===== src/asr_pkg.sv =====
/*
  constants shared by the analog select / external reset block:
  register offsets, field positions, reset values and timing counts.
  assumes a 25 MHz system clock; all times are counted in ms ticks.
*/
package asr_pkg;
  // clock and the ms tick
  localparam int CLK_HZ = 25_000_000;
  localparam int CLK_PERIOD_NS = 40;
  localparam int MS_CYCLES = CLK_HZ / 1000;

  // times in their own unit, then as counts of ms ticks
  localparam int RESET_MIN_MS = 12;
  localparam int ALARM_CLR_MS = 30;
  localparam int LONG_HOLD_S = 4;
  localparam int KEY_WINDOW_S = 3;
  localparam logic [11:0] RESET_MIN_CNT = 12'(RESET_MIN_MS);
  localparam logic [11:0] ALARM_CLR_CNT = 12'(ALARM_CLR_MS);
  localparam logic [11:0] LONG_HOLD_CNT = 12'(LONG_HOLD_S * 1000);
  localparam logic [11:0] KEY_WINDOW_CNT = 12'(KEY_WINDOW_S * 1000);
  localparam logic [11:0] MS_CNT_MAX = 12'hfff;

  // register offsets
  localparam logic [7:0] ADDR_CTRL = 8'h00;
  localparam logic [7:0] ADDR_DLY = 8'h04;
  localparam logic [7:0] ADDR_STAT = 8'h08;
  localparam logic [7:0] ADDR_MASK = 8'h0c;
  localparam logic [7:0] ADDR_STATE = 8'h10;

  // control fields
  localparam int CTRL_FSRC_LSB = 0;
  localparam int CTRL_ASEL_BIT = 2;
  localparam int CTRL_REMOTE_BIT = 3;
  localparam logic [3:0] CTRL_RST = 4'h0;
  localparam logic [1:0] FSRC_ANALOG = 2'h1;

  // off-delay fields, one byte each
  localparam int DLY_OUT1_LSB = 0;
  localparam int DLY_OUT2_LSB = 8;
  localparam int DLY_RELAY_LSB = 16;
  localparam logic [23:0] DLY_RST = 24'h000000;

  // status / mask bits
  localparam int ST_W = 4;
  localparam int ST_RESET = 0;
  localparam int ST_TRIP = 1;
  localparam int ST_COMM = 2;
  localparam int ST_KEY = 3;
  localparam logic [3:0] MASK_RST = 4'h0;

  // current input: code of the 4 mA zero point on a 0..20 mA scale
  localparam logic [9:0] CURR_ZERO = 10'h0cd;
  localparam logic [11:0] CURR_GAIN = 12'h005;
endpackage


===== src/asr_rst_if.sv =====
/*
  carrier between the reset input qualifier and the top module.
  assumes one clock domain; the qualifier drives every signal.
*/
`timescale 1ns/1ns
interface asr_rst_if;
  logic tick;
  logic active;
  logic held;
  logic done;
  logic long_hold;
  modport src (output tick, output active, output held, output done, output long_hold);
  modport snk (input tick, input active, input held, input done, input long_hold);
endinterface


===== src/asr_top.sv =====
/*
  analog reference source select and external reset handling.
  assumes synchronous terminal inputs, a simple register port with
  read data one cycle after the strobe, and a 25 MHz clock.
*/
// The placing of the registers and the address-and-strobe port were chosen for this implementation.
`timescale 1ns/1ns
// Contract
// - select asserted: reference from current input over 4-20 mA span
// - select deasserted: reference from voltage input over 0-10 V span
// - select unassigned: reference is sum of voltage and current inputs
// - reset operation runs when reset input goes active then released
// - alarm cleared within 30 ms of reset onset
// - reset active: motor off, trip cleared, power-up reset applied
// - reset held over 4 s since power-up flags comm error; key clears
// - stop/reset key resets only while an alarm is present
// - reset terminal is active high only, no inversion
// - power-up runs the same reset operation as a reset pulse
// - with remote operator, local key works only few seconds after power-up
// - reset while running cuts drive at once, motor coasts
// - outputs with nonzero off delay are not forced off by reset
// - after alarm clear, motor restarts at once if run is active
module asr_top
  import asr_pkg::*;
#(
  parameter int P_MS_CYCLES = MS_CYCLES
) (
  // clock and reset
  input wire logic I_CLK,
  input wire logic I_SYS_RST,
  // terminals and keypad
  input wire logic I_EXTERNAL_RESET_INPUT,
  input wire logic I_ANALOG_SOURCE_SELECT,
  input wire logic I_RUN,
  input wire logic I_KEY_STOP,
  input wire logic I_TRIP_EVENT,
  // analog and digital references
  input wire logic [9:0] I_VOLT_REF,
  input wire logic [9:0] I_CURRENT_REFERENCE_INPUT,
  input wire logic [10:0] I_DIG_REF,
  // output requests from the drive core
  input wire logic I_OUT1_REQ,
  input wire logic I_OUT2_REQ,
  input wire logic I_RELAY_REQ,
  // register port
  input wire logic [7:0] I_ADDR,
  input wire logic [31:0] I_WDATA,
  input wire logic I_WR,
  input wire logic I_RD,
  output logic [31:0] O_RDATA,
  // drive outputs
  output logic [10:0] O_FREQ_REF,
  output logic O_MOTOR_EN,
  output logic O_ALARM,
  output logic O_OUT1,
  output logic O_OUT2,
  output logic O_RELAY_OUTPUT,
  output logic O_RESET_OP,
  output logic O_COMM_ERR,
  output logic O_IRQ
);
  typedef struct packed {
    logic [3:0] ctrl;
    logic [23:0] dly;
    logic [ST_W-1:0] status;
    logic [ST_W-1:0] mask;
    logic [31:0] rdata;
    logic [10:0] freq_ref;
    logic motor_en;
    logic trip;
    logic out1;
    logic out2;
    logic relay;
    logic reset_op;
    logic por_pend;
    logic comm_err;
    logic key_prev;
    logic [11:0] pwr_ms;
  } asr_top_s;

  asr_top_s s;
  asr_top_s next_s;
  asr_rst_if rq ();

  // reset terminal qualification
  asr_rst_qual #(
    .P_MS_CYCLES(P_MS_CYCLES)
  ) u_qual (
    .i_clk(I_CLK),
    .i_rst(I_SYS_RST),
    .i_rs(I_EXTERNAL_RESET_INPUT),
    .rq(rq)
  );

  logic [1:0] frequency_source_setting;
  logic asel_assigned;
  logic remote_connected;
  logic [9:0] curr_span;
  logic [11:0] curr_prod;
  logic [10:0] curr_scaled;
  logic [10:0] volt_scaled;
  logic [10:0] ref_sel;
  logic key_rise;
  logic key_ok;
  logic key_reset;
  logic [ST_W-1:0] events;

  // current above the 4 mA point, rescaled to full span
  always_comb begin
    frequency_source_setting = s.ctrl[CTRL_FSRC_LSB +: 2];
    asel_assigned = s.ctrl[CTRL_ASEL_BIT];
    remote_connected = s.ctrl[CTRL_REMOTE_BIT];
    curr_span = (I_CURRENT_REFERENCE_INPUT > CURR_ZERO) ? (I_CURRENT_REFERENCE_INPUT - CURR_ZERO) : 10'h000;
    curr_prod = {2'h0, curr_span} * CURR_GAIN;
    curr_scaled = {1'b0, curr_prod[11:2]};
    volt_scaled = {1'b0, I_VOLT_REF};
  end

  // reference source: analog terminals only with source setting 01
  always_comb begin
    if (frequency_source_setting != FSRC_ANALOG) begin
      ref_sel = I_DIG_REF;
    end else if (!asel_assigned) begin
      ref_sel = volt_scaled + {1'b0, I_CURRENT_REFERENCE_INPUT};
    end else if (I_ANALOG_SOURCE_SELECT) begin
      ref_sel = curr_scaled;
    end else begin
      ref_sel = volt_scaled;
    end
  end

  // keypad: local key locked out late when a remote operator is attached
  always_comb begin
    key_rise = I_KEY_STOP && !s.key_prev;
    key_ok = !remote_connected || (s.pwr_ms < KEY_WINDOW_CNT);
    key_reset = key_rise && key_ok && s.trip;
    events = '0;
    events[ST_RESET] = rq.done || s.por_pend || key_reset;
    events[ST_TRIP] = I_TRIP_EVENT && !rq.held && !s.trip;
    events[ST_COMM] = rq.long_hold && !s.comm_err;
    events[ST_KEY] = key_reset;
  end

  // main next-state logic
  always_comb begin
    next_s = s;
    next_s.key_prev = I_KEY_STOP;
    next_s.por_pend = 1'b0;
    next_s.freq_ref = ref_sel;
    if (rq.tick && s.pwr_ms != MS_CNT_MAX) begin
      next_s.pwr_ms = s.pwr_ms + 12'h001;
    end
    // power-up takes the same path as a qualified pulse
    next_s.reset_op = events[ST_RESET];
    // trip: cleared by a held reset, the key or power-up
    if (rq.held || key_reset || s.por_pend) begin
      next_s.trip = 1'b0;
    end
    if (I_TRIP_EVENT && !rq.held) begin
      next_s.trip = 1'b1;
    end
    // drive cut without ramp; restart follows run at once
    next_s.motor_en = I_RUN && !s.trip && !rq.active && !s.por_pend;
    // outputs with an off delay keep following their request
    next_s.out1 = I_OUT1_REQ && (!rq.active || s.dly[DLY_OUT1_LSB +: 8] != 8'h00);
    next_s.out2 = I_OUT2_REQ && (!rq.active || s.dly[DLY_OUT2_LSB +: 8] != 8'h00);
    next_s.relay = I_RELAY_REQ && (!rq.active || s.dly[DLY_RELAY_LSB +: 8] != 8'h00);
    // comm error: any key after release clears it; a new set wins
    if (key_rise && !rq.active) begin
      next_s.comm_err = 1'b0;
    end
    if (rq.long_hold) begin
      next_s.comm_err = 1'b1;
    end
    // register writes; the inversion bit of the terminal is not kept
    if (I_WR) begin
      case (I_ADDR)
        ADDR_CTRL: next_s.ctrl = I_WDATA[3:0];
        ADDR_DLY: next_s.dly = I_WDATA[23:0];
        ADDR_MASK: next_s.mask = I_WDATA[ST_W-1:0];
        default: next_s.ctrl = s.ctrl;
      endcase
    end
    // reads: data only in the cycle after the strobe
    next_s.rdata = 32'h00000000;
    if (I_RD) begin
      case (I_ADDR)
        ADDR_CTRL: next_s.rdata = {28'h0000000, s.ctrl};
        ADDR_DLY: next_s.rdata = {8'h00, s.dly};
        ADDR_STAT: next_s.rdata = {28'h0000000, s.status};
        ADDR_MASK: next_s.rdata = {28'h0000000, s.mask};
        ADDR_STATE: next_s.rdata = {24'h000000, rq.held, rq.active, s.comm_err, I_ANALOG_SOURCE_SELECT,
                                    s.relay, s.out2, s.motor_en, s.trip};
        default: next_s.rdata = 32'h00000000;
      endcase
    end
    // sticky status: cleared by its read, an event in that cycle survives
    if (I_RD && I_ADDR == ADDR_STAT) begin
      next_s.status = events;
    end else begin
      next_s.status = s.status | events;
    end
  end

  // state register; power-up leaves a reset operation pending
  always_ff @(posedge I_CLK) begin
    if (I_SYS_RST) begin
      s <= '{ctrl: CTRL_RST, dly: DLY_RST, status: '0, mask: MASK_RST, rdata: 32'h00000000,
             freq_ref: 11'h000, motor_en: 1'b0, trip: 1'b0, out1: 1'b0, out2: 1'b0, relay: 1'b0,
             reset_op: 1'b0, por_pend: 1'b1, comm_err: 1'b0, key_prev: 1'b0, pwr_ms: 12'h000};
    end else begin
      s <= next_s;
    end
  end

  // outputs straight from the state
  assign O_RDATA = s.rdata;
  assign O_FREQ_REF = s.freq_ref;
  assign O_MOTOR_EN = s.motor_en;
  assign O_ALARM = s.trip;
  assign O_OUT1 = s.out1;
  assign O_OUT2 = s.out2;
  assign O_RELAY_OUTPUT = s.relay;
  assign O_RESET_OP = s.reset_op;
  assign O_COMM_ERR = s.comm_err;
  assign O_IRQ = |(s.status & s.mask);
endmodule


===== src/asr_rst_qual.sv =====
/*
  reset input qualifier: registers the terminal, makes a ms tick,
  measures the active width and the hold since power-up.
  assumes the terminal is already synchronous to the clock.
*/
`timescale 1ns/1ns
module asr_rst_qual
  import asr_pkg::*;
#(
  parameter int P_MS_CYCLES = MS_CYCLES
) (
  // clock and reset
  input wire logic i_clk,
  input wire logic i_rst,
  // terminal, active high only
  input wire logic i_rs,
  // results
  asr_rst_if.src rq
);
  typedef struct packed {
    logic [15:0] pre;
    logic tick;
    logic active;
    logic [11:0] ms_cnt;
    logic held;
    logic done;
    logic armed;
    logic since_pwr;
    logic long_hold;
  } asr_qual_s;

  asr_qual_s s;
  asr_qual_s next_s;

  // tick, width count and pulse qualification
  always_comb begin
    next_s = s;
    next_s.tick = 1'b0;
    if (s.pre == 16'(P_MS_CYCLES - 1)) begin
      next_s.pre = 16'h0000;
      next_s.tick = 1'b1;
    end else begin
      next_s.pre = s.pre + 16'h0001;
    end
    // no inversion option: high is active, always
    next_s.active = i_rs;
    if (!s.active) begin
      next_s.ms_cnt = 12'h000;
    end else if (s.tick && s.ms_cnt != MS_CNT_MAX) begin
      next_s.ms_cnt = s.ms_cnt + 12'h001;
    end
    // short glitches never clear a trip
    next_s.held = s.active && (s.held || s.ms_cnt >= RESET_MIN_CNT);
    next_s.done = s.held && !s.active;
    next_s.armed = 1'b1;
    if (s.armed && !s.active) begin
      next_s.since_pwr = 1'b0;
    end
    next_s.long_hold = s.since_pwr && s.active && (s.ms_cnt > LONG_HOLD_CNT);
  end

  // state register
  always_ff @(posedge i_clk) begin
    if (i_rst) begin
      s <= '{pre: 16'h0000, tick: 1'b0, active: 1'b0, ms_cnt: 12'h000, held: 1'b0,
             done: 1'b0, armed: 1'b0, since_pwr: 1'b1, long_hold: 1'b0};
    end else begin
      s <= next_s;
    end
  end

  assign rq.tick = s.tick;
  assign rq.active = s.active;
  assign rq.held = s.held;
  assign rq.done = s.done;
  assign rq.long_hold = s.long_hold;
endmodule


===== config.mk =====
export PLATFORM = sky130hd
export DESIGN_NAME = asr_top
export DESIGN_NICKNAME = d
export VERILOG_FILES = /design/src/asr_pkg.sv /design/src/asr_rst_if.sv /design/src/asr_top.sv /design/src/asr_rst_qual.sv
export SDC_FILE = /design/constraint.sdc
export NUM_CORES = 1
export LEC_CHECK = 0
export ABC_AREA = 1
export BUFFER_PORTS_ARGS = -buffer_cell sky130_fd_sc_hd__buf_2
export CAP_MARGIN = 5
export CORE_MARGIN = 1
export CORE_UTILIZATION = 45
export DETAILED_ROUTE_END_ITERATION = 7
export PLACE_DENSITY = 0.67
export REMOVE_ABC_BUFFERS = 1
export SLEW_MARGIN = 15
export SYNTH_ARGS = -nofsm -noshare
export SYNTH_HDL_FRONTEND = slang
export SYNTH_SLANG_ARGS = --single-unit

===== constraint.sdc =====
create_clock -name I_CLK -period 4.14 [get_ports I_CLK]
set_clock_uncertainty 0.15 [all_clocks]
set_input_delay 0.207 -clock I_CLK [delete_from_list [all_inputs] [get_ports I_CLK]]
set_output_delay 0.207 -clock I_CLK [all_outputs]
set_load 0.01 [all_outputs]

==> reports/qor.txt, run 1 <==
Post-Synthesis Cells -> 933
# H-tree levels -> 4
Syn. warnings -> 0
Ports -> 134
GR Overflow Total -> 0
Total setup buffers inserted after CTS -> 0
All-layer global routing usage -> 0.224
Clk root buf -> clkbuf_16
Cts hold-fix bufs -> 41
Max Slew Vio Count -> 0
Hold WC Path Type -> in2reg
GPL Wtd Cong -> 0.886
Post-cts resize count -> 0
Synth-to-Final Area Change -> 21.2%
Longest Clk Path Bufs -> 2
Most common cell in the netlist -> nand2_1
Die Ht -> 125 um
Clk sink count -> 127
Layout cells sized above 1 -> 0.189
Vias in the first global route -> 5840
Wirelength, routed -> 17.1 mm
Ys async rst share -> 0
First-pass GRT wire length -> 28.2 mm
Ys flop type -> dfxtp_1
Detailed-route DRC error count -> 14
Layout Nets -> 1170
DIE AREA -> 15600 um2
Total negative slack -> 0 ns
EDFF count, synth -> 0
CTS tree -> done
Max-cap violations -> 0
Syn Area/Cell -> 7.30 um2
Setup crit end kind -> flip-flop
Number of synthesized register bits -> 127
Max VDD drop -> 0.000386 V
RSZ-0062 raised after global routing -> false
Post-route ant nets -> 0
DR vias -> 6320
Tmin final -> 3.08 ns
Placeable Area -> 14600 um2
Slew @ Worst Pin -> 0.710 ns
CP Data Required Time -> 4.31 ns
Die Wd -> 125 um
Drt via density -> 5.05
R2R Setup Slk -> 2.15 ns
Worst-path fanout max -> 7
Post-synthesis sequential area ratio -> 0.374
Netlist cell types -> 54
Final setup viols -> 0
Clk pin slew, worst setup/hold paths -> 0.06 ns
Setup ws final -> 1.06 ns
Starting Density -> 0.465
Initial antenna violation count -> 0
Outcome -> complete, but fails checks
Startpoint Class -> input pin
HPWL Detailed -> 12.2 mm
Final period util -> 0.744
Leak Pwr -> 3.68 nW
PortBufs -> 117
Synth top area cells -> dfxtp_1 37%, nand2_1 7.6%, inv_1 6.0%, nor2_1 5.8%, a21oi_1 5.8%
Rel. slew slack -> 0.527
Final Hold Vio Count -> 0
Arrival @ worst endpoint -> 3.25 ns
Power per cell area -> 384 nW/um2
Post-Synthesis Cell Area -> 6810 um2
Synth top cells by count -> 138 x nand2_1, 127 x dfxtp_1, 109 x inv_1
DP Worst Slack -> 0.636 ns
WS Path Type -> in2reg
Max Fclk -> 325 MHz
Site Rows -> 44
Antenna cells -> 0
Largest net degree at the start of global routing -> 50
Share of the synthesized area in the top cell type -> 0.374
Final design utilization -> 0.563
DR pass1 iterations -> 8
WL/cell -> 13.7 um
Leading area contributor after synthesis -> dfxtp_1
Violated checks -> design-rule violations
Total CTS buffers -> 17
Latest clock arrival within the worst-skew pair -> 0.42 ns
Initial DRC Count -> 482
[final timing paths]
path	from	endpoint	cells after the start
setup / recovery	I_CURRENT_REFERENCE_INPUT[1]	O_FREQ_REF[9]$_SDFF_PP0_	23
hold / removal	I_VOLT_REF[4]	O_FREQ_REF[4]$_SDFF_PP0_	3
setup reg to reg	asel_assigned$_SDFFE_PP0P_	O_FREQ_REF[1]$_SDFF_PP0_	6
hold reg to reg	u_qual.s[2]$_DFF_P_	u_qual.s[1]$_SDFFE_PP1P_	1
[sequential cells by signal, summed over array words and instances (netlist names), 2 cells and up]
name,count
frequency_source_setting,2
O_FREQ_REF,11
u_qual.s,30
O_RDATA,24
s,46
[through the flow]
stage	area [um2]	total power [mW]	hold slack, ns	cells
finish	8250	3.17	0.00750	1252
floorplan	6400	1.50	0.0847	876
detailed placement	7230	1.61	0.266	1179
global route	8250	3.29	0.0173	1252
global placement	7230	1.61	0.257	1179
CTS	8250	3.18	0.00113	1252
[layout make-up]
class	count	area, um2
clock buffers	17	425
clock inverters	15	186
fillers	1382	6390
inverters	119	452
multi-input cells	630	3400
flip-flops and latches	127	2540
well taps	184	230
repair buffers	160	1010
[critical path, stage by stage]
cell and delay (ns):
buf_2 0.10, inv_1 0.08, ha_1 0.20, inv_1 0.07, nand3_1 0.10, nand2_1 0.15
nand3_1 0.11, nand2_2 0.12, inv_2 0.09, nor3_1 0.25, ha_1 0.29, ha_1 0.22
fa_1 0.41, nand3_1 0.11, nand2_1 0.11, a21oi_1 0.20, inv_1 0.06, nand2_1 0.06
nand3_1 0.06, nand2_1 0.08, nand3_1 0.06, nand2_1 0.06, inv_1 0.03
[cell usage in the layout (no fill, tap or decap), types with 3 or more instances in the layout]
master           n
nand3_2          3
dlygate4sd3_1   41
inv_2            8
dfxtp_1        127
xor2_1           7
buf_2          117
clkinv_4         4
clkbuf_16       17
nand2_1        138
o21ai_1         17
nor3_1          40
nand4_1          8
nand3_1         54
a21oi_2          4
o211ai_1         3
nor2_4           5
o21ai_0         47
or2_2            4
nor4_1           4
clkinvlp_4       4
a21oi_1         79
a31oi_1         14
xnor2_1          7
conb_1           8
nor2_2          11
inv_1          109
inv_6            4
ha_1            30
a211oi_1         6
bufinv_16        3
nor2_1         106
nand2_2          5
[layer usage]
layer | track usage | share of wire
met1 | 0.307 | 0.49
met2 | 0.354 | 0.44
met3 | 0.0394 | 0.049
met4 | 0.0782 | 0.021
met5 | 0 | 0
[report_power, final]
part	switching, mW	internal (mW)
clock network	0.591	0.955
registers	0.0104	1.24
logic	0.216	0.155
total	0.817	2.35
[cells by family (layout without fill, tap and decap cells)]
group	after synthesis	count (layout)	synth area share
compound gates	183	183	0.150
xor+xnor	14	14	0.0180
fa+ha+maj	32	32	0.0610
buf+inv	183	311	0.130
flops	127	127	0.374
other cells	1	8	0.000551
simple gates	393	393	0.267
Note: power is estimated with default switching activity, not from simulation.
==> run 2, diff against run 1 <==
==> constraint.sdc (replaced) <==
create_clock -name I_CLK -period 3.2 [get_ports I_CLK]
set_clock_uncertainty 0.15 [all_clocks]
set_input_delay 0.16 -clock I_CLK [delete_from_list [all_inputs] [get_ports I_CLK]]
set_output_delay 0.16 -clock I_CLK [all_outputs]
set_load 0.01 [all_outputs]
==> run 2 against run 1 <==
Compared with the run above: the run still ends with design-rule violations left; register-to-register slack worse by 1.3 ns; sequential power is 30% higher; routed wire length is 0.40% higher; hold slack better by 0.0050 ns; global-route usage hardly changed; clock power is 32% higher; final cell count is 1.4% higher; critical path type unchanged; critical endpoint is now O_FREQ_REF[8]$_SDFF_PP0_.
==> reports/qor.txt, run 2 (synthesis gave the netlist of run 1 again) <==
Outcome -> complete, but fails checks (unchanged)
Violated checks -> design-rule violations (unchanged)
P_sw -> 1.03 mW (was 817 uW)
Detailed-route DRC error count -> 14 (unchanged)
DIE AREA -> 15600 um2 (unchanged)
Post-route ant nets -> 0 (unchanged)
Starting Density -> 0.465 (unchanged)
Final setup viols -> 0 (unchanged)
Arrival @ worst endpoint -> 3.13 ns (was 3.25 ns)
Largest net degree at the start of global routing -> 49 (was 50)
Max-cap violations -> 0 (unchanged)
Max Fclk -> 335 MHz
P_int -> 3.16 mW (was 2.35 mW)
Leak Pwr -> 3.78 nW (was 3.68 nW)
Tmin final -> 2.99 ns
Max VDD drop -> 0.000432 V (was 0.000386 V)
Synth-to-Final Area Change -> 24.9% (was 21.2%)
Clk pin slew, worst setup/hold paths -> 0.05 ns (was 0.06 ns)
WL/cell -> 13.5 um (was 13.7 um)
Hold WC Path Type -> in2reg (unchanged)
Final Hold Vio Count -> 0 (unchanged)
Layout Nets -> 1187 (was 1170)
Power per cell area -> 493 nW/um2 (was 384 nW/um2)
GR Overflow Total -> 0 (unchanged)
Commonest non-fill, non-tap cell in the layout -> nand2_1 (unchanged)
CP max-delay cell -> dlygate4sd3_1 (was fa_1)
Slowest stage delay, CP -> 0.55 ns (was 0.41 ns)
Clk root buf -> clkbuf_16 (unchanged)
Longest Clk Path Bufs -> 2 (unchanged)
Met2 Wirelength -> 8.01 mm (was 7.58 mm)
Switching part of the total -> 0.247 (was 0.258)
Initial antenna violation count -> 0 (unchanged)
Initial DRC Count -> 459 (was 482)
WS Path Type -> in2reg (unchanged)
# H-tree levels -> 4 (unchanged)
Sequential power share -> 0.386 (was 0.395)
Placeable Area -> 14600 um2 (unchanged)
Cell Chain, Critical Path -> buf_2 > inv_1 > ha_1 > inv_1 > nand3_1 > nand2_1 > nand3_1 > nand2_2 > inv_2 > nor3_4 > buf_4 > ha_1 > ha_4 > a21oi_1 > nand2_1 > nand2_2 > nor2_1 > nand3_1 > nand2_1 > nand2_1 > nand3_1 > nand2_1 > a21oi_1 > dlygate4sd3_1 (was buf_2 > inv_1 > ha_1 > inv_1 > nand3_1 > nand2_1 > nand3_1 > nand2_2 > inv_2 > nor3_1 > ha_1 > ha_1 > fa_1 > nand3_1 > nand2_1 > a21oi_1 > inv_1 > nand2_1 > nand3_1 > nand2_1 > nand3_1 > nand2_1 > inv_1)
RSZ-0062 raised after global routing -> false (unchanged)
Startpoint Class -> input pin (unchanged)
Final period util -> 0.934
DR pass1 iterations -> 7 (was 8)
Antenna cells -> 0 (unchanged)
DP Worst Slack -> 0.0285 ns (was 0.636 ns)
Comb pwr share -> 0.126 (was 0.117)
Die Ht -> 125 um (unchanged)
Vias in the first global route -> 5973 (was 5840)
CP Data Required Time -> 3.35 ns (was 4.31 ns)
Worst-path fanout max -> 4 (was 7)
Clk sink count -> 127 (unchanged)
First-pass GRT wire length -> 28.1 mm (was 28.2 mm)
Rel. slew slack -> 0.572 (was 0.527)
Slew @ Worst Pin -> 0.641 ns (was 0.710 ns)
Total negative slack -> 0 ns (unchanged)
CP dominant cell by count -> nand2_1
CTS tree -> done (unchanged)
Wl on met1 -> 8.07 mm (was 8.33 mm)
Largest Register -> s (unchanged)
Die Wd -> 125 um (unchanged)
HPWL Detailed -> 12.0 mm (was 12.2 mm)
DR vias -> 6425 (was 6320)
Ports -> 134 (unchanged)
Max reg flops -> 46 (unchanged)
All-layer global routing usage -> 0.224 (about the same)
Commonest cells after routing, fill and taps aside -> 136 x nand2_1, 127 x dfxtp_1, 117 x buf_2 (was 138 x nand2_1, 127 x dfxtp_1, 117 x buf_2)
PortBufs -> 117 (unchanged)
Clock power frac -> 0.488 (about the same)
Setup ws final -> 0.211 ns (was 1.06 ns)
Total CTS buffers -> 17 (unchanged)
Drt via density -> 5.06 (was 5.05)
Site Rows -> 44 (unchanged)
GPL Wtd Cong -> 0.844 (was 0.886)
Wirelength, routed -> 17.2 mm (was 17.1 mm)
Top sig layer -> met4 (unchanged)
Latest clock arrival within the worst-skew pair -> 0.41 ns (was 0.42 ns)
Met3 routed WL -> 769 um (was 835 um)
Setup crit end kind -> flip-flop (unchanged)
Layout cells sized above 1 -> 0.206 (was 0.189)
Max Slew Vio Count -> 0 (unchanged)
[run 2: layer usage]
metal  up-vias  GRT usage
met5         -          0
met4         0     0.0825
met3        27     0.0385
met2       168      0.370
met1      2917      0.294
li1       3313          -
[run 2: stage by stage]
| step | power [mW] | hold WS, ns | cells | cell area, um2 | util |
|---|---|---|---|---|---|
| after CTS | 4.19 | 0.00193 | 1267 | 8400 | 0.573 |
| after global routing | 4.37 | 0.0334 | 1269 | 8500 | 0.580 |
| final | 4.19 | 0.0125 | 1269 | 8500 | 0.580 |
| after floorplan | 1.93 | 0.0377 | 876 | 6400 | - |
| after detailed placement | 2.09 | 0.236 | 1188 | 7300 | 0.498 |
| after global placement | 2.09 | 0.232 | 1188 | 7300 | 0.498 |
[run 2: path summary, 6_finish.rpt]
check                                     from                  endpoint  slack (ns)  cells after the start
setup reg to reg    asel_assigned$_SDFFE_PP0P_  O_FREQ_REF[8]$_SDFF_PP0_        0.87                      4
hold reg to reg            u_qual.s[2]$_DFF_P_  u_qual.s[1]$_SDFFE_PP1P_        0.27                      1
hold / removal                   I_VOLT_REF[6]  O_FREQ_REF[6]$_SDFF_PP0_        0.01                      5
setup / recovery  I_CURRENT_REFERENCE_INPUT[0]  O_FREQ_REF[8]$_SDFF_PP0_        0.21                     24
[run 2: power groups by stage]
stage | Combinational (mW) | Clock, mW | Sequential [mW]
2_1_floorplan | 0.280 | 0 | 1.65
4_1_cts | 0.489 | 2.08 | 1.62
5_1_grt | 0.591 | 2.16 | 1.62
3_3_place_gp | 0.443 | 0 | 1.65
6_report | 0.529 | 2.05 | 1.62
3_5_place_dp | 0.443 | 0 | 1.65
[run 2: critical path, delay by kind of cell]
family	cells	cell delay [ns]
adders and majority gates	3	0.71
AOI/OAI and AO/OA	2	0.20
and+or+nand+nor	13	1.13
buffers and inverters	6	0.95
[run 2: layout make-up]
class / count / area [um2]
clock buffer: 18 / 439
tap: 184 / 230
multi-input combinational: 630 / 3490
sequential: 127 / 2540
timing repair buffer: 177 / 1150
inverter: 119 / 452
clock inverter: 14 / 191
fill: 1357 / 6140
[run 2: timing repair]
action,in CTS,in global routing
resized for setup,0,14
buffers inserted,0,2
hold endpoints to repair,55,0
hold buffers,47,0
endpoints found under the setup margin,0,2
==> run 3, diff against run 2 <==
--- a/config.mk
+++ b/config.mk
@@ -16,4 +16,5 @@
 export SLEW_MARGIN = 15
 export SYNTH_ARGS = -nofsm -noshare
 export SYNTH_HDL_FRONTEND = slang
+export SYNTH_HIERARCHICAL = 1
 export SYNTH_SLANG_ARGS = --single-unit
==> run 3 against run 2 <==
Compared with the run above: the flow now finishes without violations; first-iteration DRC count decreased by 13%; hold slack improved by 0.016 ns; via count grew 3.8%; routed wire length rose by 3.6%; synthesized cell count rose by 6.5%; combinational power down 4%; non-clock buffer count down 2; fmax up 6.4%; clock power decreased by 8%; flip-flop and latch count did not move; final area is 2.0% higher; utilization decreased by 1.4 points.
==> reports/qor.txt, run 3 <==
Synth top area cells -> dfxtp_1 36%, nand2_1 8.9%, inv_1 6.6%, nor2_1 6.6%, ha_1 5.3% (was dfxtp_1 37%, nand2_1 7.6%, inv_1 6.0%, nor2_1 5.8%, a21oi_1 5.8%)
Max Slew Vio Count -> 0 (unchanged)
Cells on worst reg2reg path -> 9 (was 4)
GPL Wtd Cong -> 0.921 (was 0.844)
Leak Pwr -> 3.83 nW (was 3.78 nW)
Setup ws final -> 0.392 ns (was 0.211 ns)
Met2 Wirelength -> 8.11 mm (was 8.01 mm)
Leading area contributor after synthesis -> dfxtp_1 (unchanged)
Latest clock arrival within the worst-skew pair -> 0.42 ns (was 0.41 ns)
Final Non-Filler Cells -> 1354 (was 1269)
Syn. warnings -> 6 (was 0)
CTS tree -> done (unchanged)
WS Path Type -> in2reg (unchanged)
Slew @ Worst Pin -> 0.827 ns (was 0.641 ns)
Post-route ant nets -> 0 (unchanged)
All-layer global routing usage -> 0.230 (was 0.224)
Site Rows -> 45 (was 44)
# H-tree levels -> 4 (unchanged)
Critical Path End -> O_FREQ_REF[7]$_SDFF_PP0_ (was O_FREQ_REF[8]$_SDFF_PP0_)
Syn Area/Cell -> 7.15 um2 (was 7.30 um2)
Setup crit end kind -> flip-flop (unchanged)
Layout cells sized above 1 -> 0.183 (was 0.206)
Worst setup startpoint -> I_CURRENT_REFERENCE_INPUT[1] (was I_CURRENT_REFERENCE_INPUT[0])
Worst R2R Start -> frequency_source_setting[0]$_SDFFE_PP0P_ (was asel_assigned$_SDFFE_PP0P_)
Max VDD drop -> 0.000416 V (was 0.000432 V)
RSZ-0062 raised after global routing -> false (unchanged)
Outcome -> completed (was complete, but fails checks)
Post-synthesis sequential area ratio -> 0.358 (was 0.374)
Total negative slack -> 0 ns (unchanged)
PortBufs -> 117 (unchanged)
Die Ht -> 128 um (was 125 um)
Total CTS buffers -> 17 (unchanged)
Power, Total -> 4.02 mW (was 4.19 mW)
Tmin final -> 2.81 ns (was 2.99 ns)
Commonest non-fill, non-tap cell in the layout -> nand2_1 (unchanged)
HPWL Detailed -> 12.9 mm (was 12.0 mm)
Commonest cells after routing, fill and taps aside -> 168 x nand2_1, 127 x dfxtp_1, 125 x inv_1, 125 x nor2_1, 117 x buf_2 (was 136 x nand2_1, 127 x dfxtp_1, 117 x buf_2)
Startpoint Class -> input pin (unchanged)
Met3 routed WL -> 811 um (was 769 um)
Top sig layer -> met4 (unchanged)
Antenna cells -> 0 (unchanged)
DR vias -> 6671 (was 6425)
Arrival @ worst endpoint -> 3.02 ns (was 3.13 ns)
Wirelength, routed -> 17.8 mm (was 17.2 mm)
Simple-gate area share of the yosys netlist -> 0.306 (was 0.267)
R2R Setup Slk -> 1.26 ns (was 0.87 ns)
Detailed-route DRC error count -> 0 (was 14)
Final period util -> 0.878 (was 0.934)
Max-cap violations -> 0 (unchanged)
First-pass GRT wire length -> 29.5 mm (was 28.1 mm)
Synth Area in Compound Gates -> 0.125 (was 0.150)
Drt via density -> 4.93 (was 5.06)
DP Worst Slack -> 0.00823 ns (was 0.0285 ns)
Clk pin slew, worst setup/hold paths -> 0.06 ns (was 0.05 ns)
RR Endpoint -> O_FREQ_REF[3]$_SDFF_PP0_ (was O_FREQ_REF[8]$_SDFF_PP0_)
Max Fclk -> 356 MHz (was 335 MHz)
Initial DRC Count -> 399 (was 459)
Finished layout cell area -> 8670 um2 (was 8500 um2)
Largest Register -> s (unchanged)
Cts hold-fix bufs -> 47 (unchanged)
Synth Area in Adders -> 0.0584 (was 0.0610)
Ports -> 134 (unchanged)
Worst-path fanout max -> 5 (was 4)
Area after DPL -> 7620 um2 (was 7300 um2)
CP Data Required Time -> 3.42 ns (was 3.35 ns)
EDFF count, synth -> 0 (unchanged)
Wl on met1 -> 8.67 mm (was 8.07 mm)
Number of synthesized register bits -> 127 (unchanged)
Clk root buf -> clkbuf_16 (unchanged)
DR pass1 iterations -> 5 (was 7)
Vias in the first global route -> 6133 (was 5973)
Hold Slack -> 0.0288 ns (was 0.0125 ns)
Largest net degree at the start of global routing -> 48 (was 49)
Synth top cells by count -> 168 x nand2_1, 127 x dfxtp_1, 125 x inv_1, 125 x nor2_1 (was 138 x nand2_1, 127 x dfxtp_1, 109 x inv_1)
Initial antenna violation count -> 0 (unchanged)
Layout Nets -> 1245 (was 1187)
Power per cell area -> 464 nW/um2 (was 493 nW/um2)
Final Hold Vio Count -> 0 (unchanged)
GR Overflow Total -> 0 (unchanged)
WL/cell -> 13.2 um (was 13.5 um)
Final setup viols -> 0 (unchanged)
Ys async rst share -> 0 (unchanged)
Placed cell count -> 1275 (was 1188)
Share of the synthesized area in the top cell type -> 0.358 (was 0.374)
Max reg flops -> 46 (unchanged)
DIE AREA -> 16300 um2 (was 15600 um2)
Die Wd -> 128 um (was 125 um)
Ys flop type -> dfxtp_1 (unchanged)
Final design utilization -> 0.566 (was 0.580)
Rel. slew slack -> 0.446 (was 0.572)
Xor/xnor share of the synthesized area -> 0.0209 (was 0.0180)
Mux share of post-synthesis cell area -> 0 (unchanged)
Largest family of logic cells by synthesized area -> simple AND/OR/NAND/NOR gates (unchanged)
Most common cell in the netlist -> nand2_1 (unchanged)
Placeable Area -> 15300 um2 (was 14600 um2)
Post-Synthesis Cell Area -> 7110 um2 (was 6810 um2)
Longest Clk Path Bufs -> 2 (unchanged)
Synth-to-Final Area Change -> 21.9% (was 24.9%)
Netlist cell types -> 47 (was 54)
Starting Density -> 0.464 (was 0.465)
Post-cts resize count -> 0 (unchanged)
Post-Synthesis Cells -> 994 (was 933)
Total setup buffers inserted after CTS -> 0 (unchanged)
Clk sink count -> 127 (unchanged)
Hold WC Path Type -> in2reg (unchanged)
run 3: cell types whose count changed after synthesis, sizes merged, moves of 4 or more:
cell	delta
nand2	+30
a21oi	-17
nor2	+16
nor3b	+13
inv	+12
a31oi	-9
nand4	+6
o22ai	+4
run 3: critical path, stage by stage:
cell,delay (ns)
buf_2,0.10
inv_1,0.07
ha_1,0.21
inv_1,0.08
nand3_1,0.07
nand2_1,0.05
and2_1,0.21
inv_1,0.13
nor2_1,0.11
ha_1,0.24
ha_1,0.22
fa_1,0.39
nand3_1,0.12
nand2_1,0.08
nand2_1,0.09
o21ai_0,0.10
or2_2,0.29
nand3_1,0.09
nand2_1,0.06
nand3_1,0.06
nand2_1,0.05
inv_1,0.06
run 3: cell type report:
cell class	count	area [um2]
Multi-Input combinational cell	679	3650
Tap cell	211	264
Inverter	130	488
Clock buffer	19	443
Sequential cell	127	2540
Clock inverter	13	139
Fill cell	1488	6650
Timing Repair Buffer	175	1140
run 3: per-layer routing:
| layer | vias up | GRT usage |
|---|---|---|
| met5 | - | 0 |
| met1 | 3015 | 0.306 |
| met4 | 0 | 0.0747 |
| met3 | 21 | 0.0509 |
| li1 | 3473 | - |
| met2 | 162 | 0.371 |
run 3: where the power goes:
| group | switching [mW] | internal, mW |
|---|---|---|
| Sequential | 0.0127 | 1.60 |
| Clock | 0.724 | 1.17 |
| Combinational | 0.291 | 0.219 |
run 3: logic make-up after synthesis:
kind of cell,Yosys count
xor+xnor,17
compound gates,164
fa+ha+maj,32
other cells,1
buf+inv,195
simple gates,458
flops,127
run 3: worst min-delay path by stage:
stage,from,end,slack (ns),depth (start not counted)
after global routing,I_SYS_RST,s[14]$_DFF_P_,0.03,1
after CTS,I_VOLT_REF[0],O_FREQ_REF[0]$_SDFF_PP0_,0.003,4
after detailed placement,I_EXTERNAL_RESET_INPUT,u_qual/rq.active$_SDFF_PP0_,0.23,3
after global placement,I_EXTERNAL_RESET_INPUT,u_qual/rq.active$_SDFF_PP0_,0.23,3
after floorplan,I_SYS_RST,s[14]$_DFF_P_,0.04,0
final,I_VOLT_REF[4],O_FREQ_REF[4]$_SDFF_PP0_,0.03,3
